$ cat src/rtl/bsa_pkg.sv
// package for the bus status and upper address output block
package bsa_pkg;
    // bus cycle status codes, three lines, bit2 first
    typedef enum logic [2:0] {
        BSA_ST_INTA = 3'h0,
        BSA_ST_IORD = 3'h1,
        BSA_ST_IOWR = 3'h2,
        BSA_ST_HALT = 3'h3,
        BSA_ST_FETCH = 3'h4,
        BSA_ST_MEMRD = 3'h5,
        BSA_ST_MEMWR = 3'h6,
        BSA_ST_PASSIVE = 3'h7
    } bsa_status_t;

    // bus phase sequencer states
    typedef enum logic [1:0] {
        BSA_PH_IDLE = 2'h0,
        BSA_PH_ADDR = 2'h1,
        BSA_PH_DATA = 2'h2,
        BSA_PH_LAST = 2'h3
    } bsa_phase_t;

    // address bit positions
    localparam int BSA_UPPER_LO = 16;
    localparam int BSA_UPPER_HI = 19;
    localparam int BSA_MID_LO = 8;
    localparam int BSA_MID_HI = 15;
    localparam logic [3:0] BSA_UPPER_RESET = 4'hf;
    localparam logic [7:0] BSA_MID_RESET = 8'hff;

    // bus cycle request from the core
    typedef struct packed {
        logic [19:0] addr;
        bsa_status_t kind;
        logic word;
        logic refresh;
    } bsa_req_t;

    // pin group: output values and active-low output enables
    typedef struct packed {
        logic [3:0] upper_address_bits;
        logic [3:0] upper_oe_n;
        logic [7:0] middle_address_bits;
        logic [2:0] bus_cycle_status;
        logic status_oe_n;
        logic ale;
        logic upper_byte_enable_n;
        logic ube_oe_n;
    } bsa_pins_t;
endpackage

$ cat src/rtl/bsa_bus_outputs.sv
// upper address, status, latch strobe and byte enable outputs
// What this block does
// - drive address 16-19 in address phase
// - upper address pins zero in data phase
// - address-19 pin in reset requests test mode
// - three status lines encode cycle type
// - strobe address latch each address phase
// - upper byte enable on upper half transfers, refresh flag on narrow bus
// - enable and bit zero encode transfer size
// - upper pins float hold, weak reset, keep
// - status floats hold/reset, high powerdown
// - latch strobe low in hold/reset/powerdown
`timescale 1ns/1ps
module bsa_bus_outputs (
    input wire logic clk,
    input wire logic rst_n,
    input wire logic narrow_bus,
    input wire logic req_valid,
    input wire bsa_pkg::bsa_req_t req,
    input wire logic data_done,
    input wire logic bus_hold,
    input wire logic powerdown,
    input wire logic strap_in,
    output logic req_ready,
    output bsa_pkg::bsa_pins_t pins,
    output logic upper_weak_pull,
    output logic address_bit_zero,
    output logic onchip_emulation_test_mode
);
    bsa_pkg::bsa_phase_t ph_r, ph_nxt;
    bsa_pkg::bsa_req_t cur_r, cur_nxt;
    bsa_pkg::bsa_pins_t pins_r, pins_nxt;
    logic ready_r, ready_nxt;
    logic weak_r, weak_nxt;
    logic a0_r, a0_nxt;
    logic onchip_emulation_test_mode_r, onchip_emulation_test_mode_nxt;
    logic strap_s1_r, strap_s2_r;

    // upper byte enable, active low, from size and low address bit
    function automatic logic ube_n(input bsa_pkg::bsa_req_t r);
        if (r.refresh)
            return 1'b1;
        return ~(r.word | r.addr[0]);
    endfunction

    // strap synchroniser, pin is asynchronous
    always_ff @(posedge clk)
    begin
        strap_s1_r <= strap_in;
        strap_s2_r <= strap_s1_r;
    end

    // next state of the bus phase sequencer and pins
    always_comb
    begin
        ph_nxt = ph_r;
        cur_nxt = cur_r;
        pins_nxt = pins_r;
        ready_nxt = 1'b0;
        weak_nxt = 1'b0;
        a0_nxt = a0_r;
        onchip_emulation_test_mode_nxt = onchip_emulation_test_mode_r;
        pins_nxt.ale = 1'b0;
        pins_nxt.upper_oe_n = 4'h0;
        pins_nxt.status_oe_n = 1'b0;
        pins_nxt.ube_oe_n = 1'b0;
        if (bus_hold)
        begin
            pins_nxt.upper_oe_n = 4'hf;
            pins_nxt.ube_oe_n = 1'b1;
            pins_nxt.status_oe_n = 1'b1;
            pins_nxt.ale = 1'b0;
        end
        else if (powerdown)
        begin
            pins_nxt.bus_cycle_status = bsa_pkg::BSA_ST_PASSIVE;
        end
        else
        begin
            case (ph_r)
                bsa_pkg::BSA_PH_IDLE:
                begin
                    pins_nxt.bus_cycle_status = bsa_pkg::BSA_ST_PASSIVE;
                    if (req_valid)
                    begin
                        cur_nxt = req;
                        ready_nxt = 1'b1;
                        ph_nxt = bsa_pkg::BSA_PH_ADDR;
                        pins_nxt.upper_address_bits =
                            req.addr[bsa_pkg::BSA_UPPER_HI:bsa_pkg::BSA_UPPER_LO];
                        pins_nxt.middle_address_bits =
                            req.addr[bsa_pkg::BSA_MID_HI:bsa_pkg::BSA_MID_LO];
                        pins_nxt.bus_cycle_status = req.kind;
                        pins_nxt.ale = 1'b1;
                        pins_nxt.upper_byte_enable_n = narrow_bus ? ~req.refresh : ube_n(req);
                        a0_nxt = req.refresh ? 1'b1 : req.addr[0];
                    end
                end
                bsa_pkg::BSA_PH_ADDR:
                begin
                    // upper pins to zero in data phase
                    if (!narrow_bus)
                        pins_nxt.upper_address_bits = 4'h0;
                    else
                        pins_nxt.upper_address_bits = 4'h0;
                    ph_nxt = bsa_pkg::BSA_PH_DATA;
                end
                bsa_pkg::BSA_PH_DATA:
                begin
                    if (data_done)
                    begin
                        pins_nxt.bus_cycle_status = bsa_pkg::BSA_ST_PASSIVE;
                        ph_nxt = bsa_pkg::BSA_PH_LAST;
                    end
                end
                bsa_pkg::BSA_PH_LAST:
                begin
                    ph_nxt = bsa_pkg::BSA_PH_IDLE;
                end
                default:
                begin
                    ph_nxt = bsa_pkg::BSA_PH_IDLE;
                end
            endcase
        end
    end

    // registers, reset puts pins in their reset state
    always_ff @(posedge clk)
    begin
        if (!rst_n)
        begin
            ph_r <= bsa_pkg::BSA_PH_IDLE;
            cur_r <= '0;
            // upper pins weakly high, enable floats
            pins_r.upper_address_bits <= bsa_pkg::BSA_UPPER_RESET;
            pins_r.upper_oe_n <= 4'hf;
            pins_r.middle_address_bits <= bsa_pkg::BSA_MID_RESET;
            pins_r.bus_cycle_status <= bsa_pkg::BSA_ST_PASSIVE;
            pins_r.status_oe_n <= 1'b1;
            pins_r.ale <= 1'b0;
            pins_r.upper_byte_enable_n <= 1'b1;
            pins_r.ube_oe_n <= 1'b1;
            ready_r <= 1'b0;
            weak_r <= 1'b1;
            a0_r <= 1'b0;
            onchip_emulation_test_mode_r <= ~strap_s2_r;
        end
        else
        begin
            ph_r <= ph_nxt;
            cur_r <= cur_nxt;
            pins_r <= pins_nxt;
            ready_r <= ready_nxt;
            weak_r <= weak_nxt;
            a0_r <= a0_nxt;
            onchip_emulation_test_mode_r <= onchip_emulation_test_mode_nxt;
        end
    end

    assign pins = pins_r;
    assign req_ready = ready_r;
    assign upper_weak_pull = weak_r;
    assign address_bit_zero = a0_r;
    assign onchip_emulation_test_mode = onchip_emulation_test_mode_r;

    chk_ale_addr_phase: assert property (@(posedge clk) disable iff (!rst_n)
        pins_r.ale |-> ph_r == bsa_pkg::BSA_PH_ADDR)
        else $error("latch strobe outside address phase");
    // upper bits zero after address phase
    chk_upper_zero_data: assert property (@(posedge clk) disable iff (!rst_n)
        $rose(ph_r == bsa_pkg::BSA_PH_ADDR) && !bus_hold && !powerdown
        |=> pins_r.upper_address_bits == 4'h0)
        else $error("upper address not zero in data phase");
    // no strobe in hold or powerdown
    chk_ale_low_hold: assert property (@(posedge clk) disable iff (!rst_n)
        $past(bus_hold) || $past(powerdown) |-> !pins_r.ale)
        else $error("latch strobe high in hold or powerdown");
    chk_status_hold: assert property (@(posedge clk) disable iff (!rst_n)
        bus_hold |=> pins_r.status_oe_n)
        else $error("status driven during hold");
    chk_upper_hold: assert property (@(posedge clk) disable iff (!rst_n)
        bus_hold |=> pins_r.upper_oe_n == 4'hf && pins_r.ube_oe_n)
        else $error("upper pins driven during hold");
    chk_idle_passive: assert property (@(posedge clk) disable iff (!rst_n)
        ph_r == bsa_pkg::BSA_PH_LAST
        |-> pins_r.bus_cycle_status == bsa_pkg::BSA_ST_PASSIVE)
        else $error("status not passive at cycle end");
    chk_upper_addr: assert property (@(posedge clk) disable iff (!rst_n)
        pins_r.ale |-> pins_r.upper_address_bits == cur_r.addr[19:16])
        else $error("upper address wrong in address phase");
    chk_status_kind: assert property (@(posedge clk) disable iff (!rst_n)
        pins_r.ale |-> pins_r.bus_cycle_status == cur_r.kind)
        else $error("status code does not match cycle");
    chk_mid_stable: assert property (@(posedge clk) disable iff (!rst_n)
        ph_r == bsa_pkg::BSA_PH_DATA && !bus_hold |=> $stable(pins_r.middle_address_bits))
        else $error("middle address changed mid cycle");
endmodule // bsa_bus_outputs

$ cat config.mk
export PLATFORM = sky130hd
export DESIGN_NAME = bsa_bus_outputs
export DESIGN_NICKNAME = d
export VERILOG_FILES = /design/src/rtl/bsa_pkg.sv /design/src/rtl/bsa_bus_outputs.sv
export SDC_FILE = /design/constraint.sdc
export NUM_CORES = 1
export LEC_CHECK = 0
export BUFFER_PORTS_ARGS = -buffer_cell sky130_fd_sc_hd__buf_2
export CAP_MARGIN = 20
export CELL_PAD_IN_SITES_DETAIL_PLACEMENT = 2
export CELL_PAD_IN_SITES_GLOBAL_PLACEMENT = 2
export CORE_AREA = 3 3 68 70
export CTS_BUF_LIST = sky130_fd_sc_hd__clkbuf_4 sky130_fd_sc_hd__clkbuf_8
export DETAILED_ROUTE_END_ITERATION = 16
export DIE_AREA = 0 0 71 73
export PLACE_DENSITY_LB_ADDON = 0.1
export SYNTH_ARGS = -nofsm -noshare
export SYNTH_HDL_FRONTEND = slang
export SYNTH_SLANG_ARGS = --single-unit
$ cat constraint.sdc
create_clock -name clk -period 3.58 [get_ports clk]
set_clock_uncertainty 0.1 [all_clocks]
set_input_delay 0.179 -clock clk [delete_from_list [all_inputs] [get_ports clk]]
set_output_delay 0.179 -clock clk [all_outputs]
set_load 0.01 [all_outputs]
==> flow_summary.json <==
{
  "route.detailed.drc": 0,
  "crit_path_required_time_ns": 3.63,
  "hold_viol": 0,
  "avgSynthCellArea_um2": 9.15,
  "power.net_switching_uw": 150,
  "arrival_ns": 2.12,
  "final_clock_period_utilization_by_the_worst_path_pct": 57.9,
  "totalNegativeSetupSlack_ns": 0,
  "routed-via-count": 967,
  "ctsHtreeMaxLevel": 1,
  "core-area_mm2": 0.00403,
  "tritoncts_num_sinks": 25,
  "hold_depth": 3,
  "seq_power_share_pct": 53.7,
  "drtIter0Drc": 12,
  "power_leakage_nw": 0.652,
  "ctsResizeCount": 0,
  "io-pin-count": 60,
  "power_frac_comb_pct": 14.8,
  "layout.core_utilization_pct": 34.2,
  "diodes": 0,
  "synth.net_count": 152,
  "largest_net_degree_at_the_start_of_global_routing": 19,
  "max_cap_viol_count": 0,
  "clk_root_buffer_cell": "sky130_fd_sc_hd__clkbuf_8",
  "global_routing_usage_summed_across_all_routing_layers_pct": 12.4,
  "cts.repair_timing.setup_buffer_count": 0,
  "numPortBuffers": 52,
  "grt_remaining_overflow": 0,
  "cellInternalPower_uw": 410,
  "yosys_cell_types": 26,
  "design_power_total_uw": 560,
  "timing.fmax_mhz": 483,
  "dieArea_mm2": 0.00518,
  "final_layout_size_suffix_gt1_share_pct": 36.2,
  "routed_wirelength_um": 3030,
  "starting_density_of_the_core_pct": 26.1,
  "clk_pin_slew_ns": 0.09,
  "mappedNetlistArea_mm2": 0.00105,
  "vdd_ir_drop_max_mv": 0.124,
  "cts_tree": "yes",
  "timing.critical_path.fanout_max": 15,
  "drt-pass1-iter-count": 4,
  "dpl.hpwl_um": 2410,
  "finalMaxSlewViolations": 0,
  "run_status": "completed",
  "switching_share_of_power_pct": 26.8,
  "worst_skew_pair.late_latency_ns": 0.27,
  "finish.net_count": 201,
  "critical-path-slowest-cell": "sky130_fd_sc_hd__nand4bb_1",
  "rsz0062_at_grt": "false",
  "min_period_ns": 2.07,
  "share_clk_of_total_power_pct": 31.6,
  "place.detailed.instances": 207,
  "crit_type": "reg2reg",
  "power-per-cell-area_mw_per_mm2": 407,
  "floorplan.rows": 23,
  "timing.hold.ws_ns": 0.00487,
  "postCtsHoldBufs": 1,
  "floorplan.die.height_um": 73,
  "hold_path_class": "in2reg",
  "timing.critical_path.cells": "inv_1, ha_1, nand4bb_1, o311ai_0",
  "critical_path.endpoint_type": "flop",
  "synth_sequential_area_ratio_pct": 48.5,
  "area_growth_syn_to_layout_pct": 30.9,
  "first_global_vias": 1048,
  "timing.reg2reg.worst_path_depth": 4,
  "cts_made_buffers": 3,
  "worst-slew-pin-transition_ns": 0.637,
  "final-setup-viol-count": 0,
  "drt-wirelength-per-cell_um": 14.2,
  "timing.max_slew.rel_slack_pct": 57.3,
  "final_cells": 213,
  "finalWeightedCongestion": 0.694,
  "clock_path_buffers": 2,
  "postSynthCellCount": 115,
  "yosys_warnings": 0,
  "critical_path.max_stage_delay_ns": 0.55,
  "grt_pass1_wl_um": 4930,
  "ant_nets": 0,
  "cp-start-kind": "flop",
  "die_w_um": 71,
  "vias_per_cell": 4.54,
  "total_of_flip_flops_plus_latches_after_synthesis": 25,
  "antenna_violations_before_repair": 0
}
[routing by layer]
layer	up-vias	track usage [%]	wire (um)
met3	5	2.62	135
met4	0	5.64	53
li1	473	-	-
met5	-	0	0
met2	28	23.9	1640
met1	461	12.7	1200
[critical path, delay by kind of cell (launching register included)]
kind	cells	cell delay, ns
and+or+nand+nor	1	0.55
AOI/OAI and AO/OA	1	0.54
DFF	1	0.35
adders and majority gates	1	0.28
buffers and inverters	1	0.12
[placed cells by master (no fill, tap or decap), types with 2 or more instances in the layout]
cell type,netlist,routed
sky130_fd_sc_hd__o21ai_0,4,4
sky130_fd_sc_hd__dfxtp_1,24,24
sky130_fd_sc_hd__inv_1,10,10
sky130_fd_sc_hd__nand3_1,8,8
sky130_fd_sc_hd__dlygate4sd3_1,0,2
sky130_fd_sc_hd__ha_1,4,4
sky130_fd_sc_hd__a21oi_1,2,2
sky130_fd_sc_hd__nor3_1,2,2
sky130_fd_sc_hd__nand2b_1,2,2
sky130_fd_sc_hd__mux2i_1,5,5
sky130_fd_sc_hd__o311ai_0,4,4
sky130_fd_sc_hd__nor2_1,10,10
sky130_fd_sc_hd__nand2_1,18,18
sky130_fd_sc_hd__buf_2,2,52
sky130_fd_sc_hd__nand4bb_1,2,2
sky130_fd_sc_hd__clkbuf_8,0,3
[registers in the layout, summed over array words and instances (netlist names)]
signal,flops
strap_s1_r,1
address_bit_zero,1
onchip_emulation_test_mode,1
upper_weak_pull,1
pins,17
ph_r,2
strap_s2_r,1
req_ready,1
[Yosys cell counts]
cell	instances	area, um^2
sky130_fd_sc_hd__nor2b_1	1	6.26
sky130_fd_sc_hd__buf_2	2	10.0
sky130_fd_sc_hd__o211a_1	1	10.0
sky130_fd_sc_hd__clkbuf_1	1	3.75
sky130_fd_sc_hd__nand4bb_1	2	22.5
sky130_fd_sc_hd__o21ai_1	1	5.00
sky130_fd_sc_hd__nand2_1	18	67.6
sky130_fd_sc_hd__a2111o_1	1	11.3
sky130_fd_sc_hd__buf_4	7	52.6
sky130_fd_sc_hd__and4bb_2	1	12.5
sky130_fd_sc_hd__nand2b_1	2	12.5
sky130_fd_sc_hd__a221oi_2	1	15.0
sky130_fd_sc_hd__nand3_1	8	40.0
sky130_fd_sc_hd__inv_1	10	37.5
sky130_fd_sc_hd__nor2_1	10	37.5
sky130_fd_sc_hd__or2_4	1	8.76
sky130_fd_sc_hd__o311ai_0	4	35.0
sky130_fd_sc_hd__a21oi_1	2	10.0
sky130_fd_sc_hd__ha_1	4	50.1
sky130_fd_sc_hd__and2_1	1	6.26
sky130_fd_sc_hd__edfxtp_1	1	30.0
sky130_fd_sc_hd__dfxtp_1	24	480
sky130_fd_sc_hd__mux2i_1	5	50.1
sky130_fd_sc_hd__o21ai_0	4	20.0
sky130_fd_sc_hd__nor3_1	2	10.0
sky130_fd_sc_hd__o31ai_1	1	7.51
[final cells by class]
| cell class | instances | area [um^2] |
|---|---|---|
| tap | 50 | 62.6 |
| multi-input combinational | 70 | 438 |
| inverter | 10 | 37.5 |
| fill | 487 | 2650 |
| clock buffer | 3 | 41.3 |
| sequential | 25 | 510 |
| timing repair buffer | 54 | 280 |
| clock inverter | 1 | 7.51 |
[path summary, 6_finish.rpt]
path	start	endpoint	slack, ns
worst max register to register	ph_r[0]	pins[19]	1.51
worst min register to register	strap_s1_r	strap_s2_r	0.24
worst min-delay path	req[17]	pins[11]	0.005
worst max-delay path	ph_r[0]	pins[19]	1.51
[cell families after synthesis]
group	count (synthesis)	synth area share, %
multiplexers	5	4.76
AO/OA/AOI/OAI	15	10.8
buffers and inverters	20	9.87
flip-flops	25	48.5
AND/OR/NAND/NOR	46	21.3
adder cells (fa/ha/maj)	4	4.76
[through the flow]
| step | setup WS [ns] | area, um^2 |
|---|---|---|
| finish | 1.51 | 1380 |
| floorplan | 2.15 | 1050 |
| detailed placement | 1.41 | 1310 |
| CTS | 1.40 | 1370 |
| global placement | 1.56 | 1310 |
| global route | 1.24 | 1380 |
[power by group through the flow]
stage / Combinational, mW / Clock (mW) / Sequential [mW]
final: 0.0827 / 0.177 / 0.301
after global routing: 0.0932 / 0.196 / 0.303
after CTS: 0.0845 / 0.190 / 0.301
after detailed placement: 0.0832 / 0 / 0.307
after global placement: 0.0795 / 0 / 0.307
after floorplan: 0.0414 / 0 / 0.313
(Power assumes the default switching activity.)
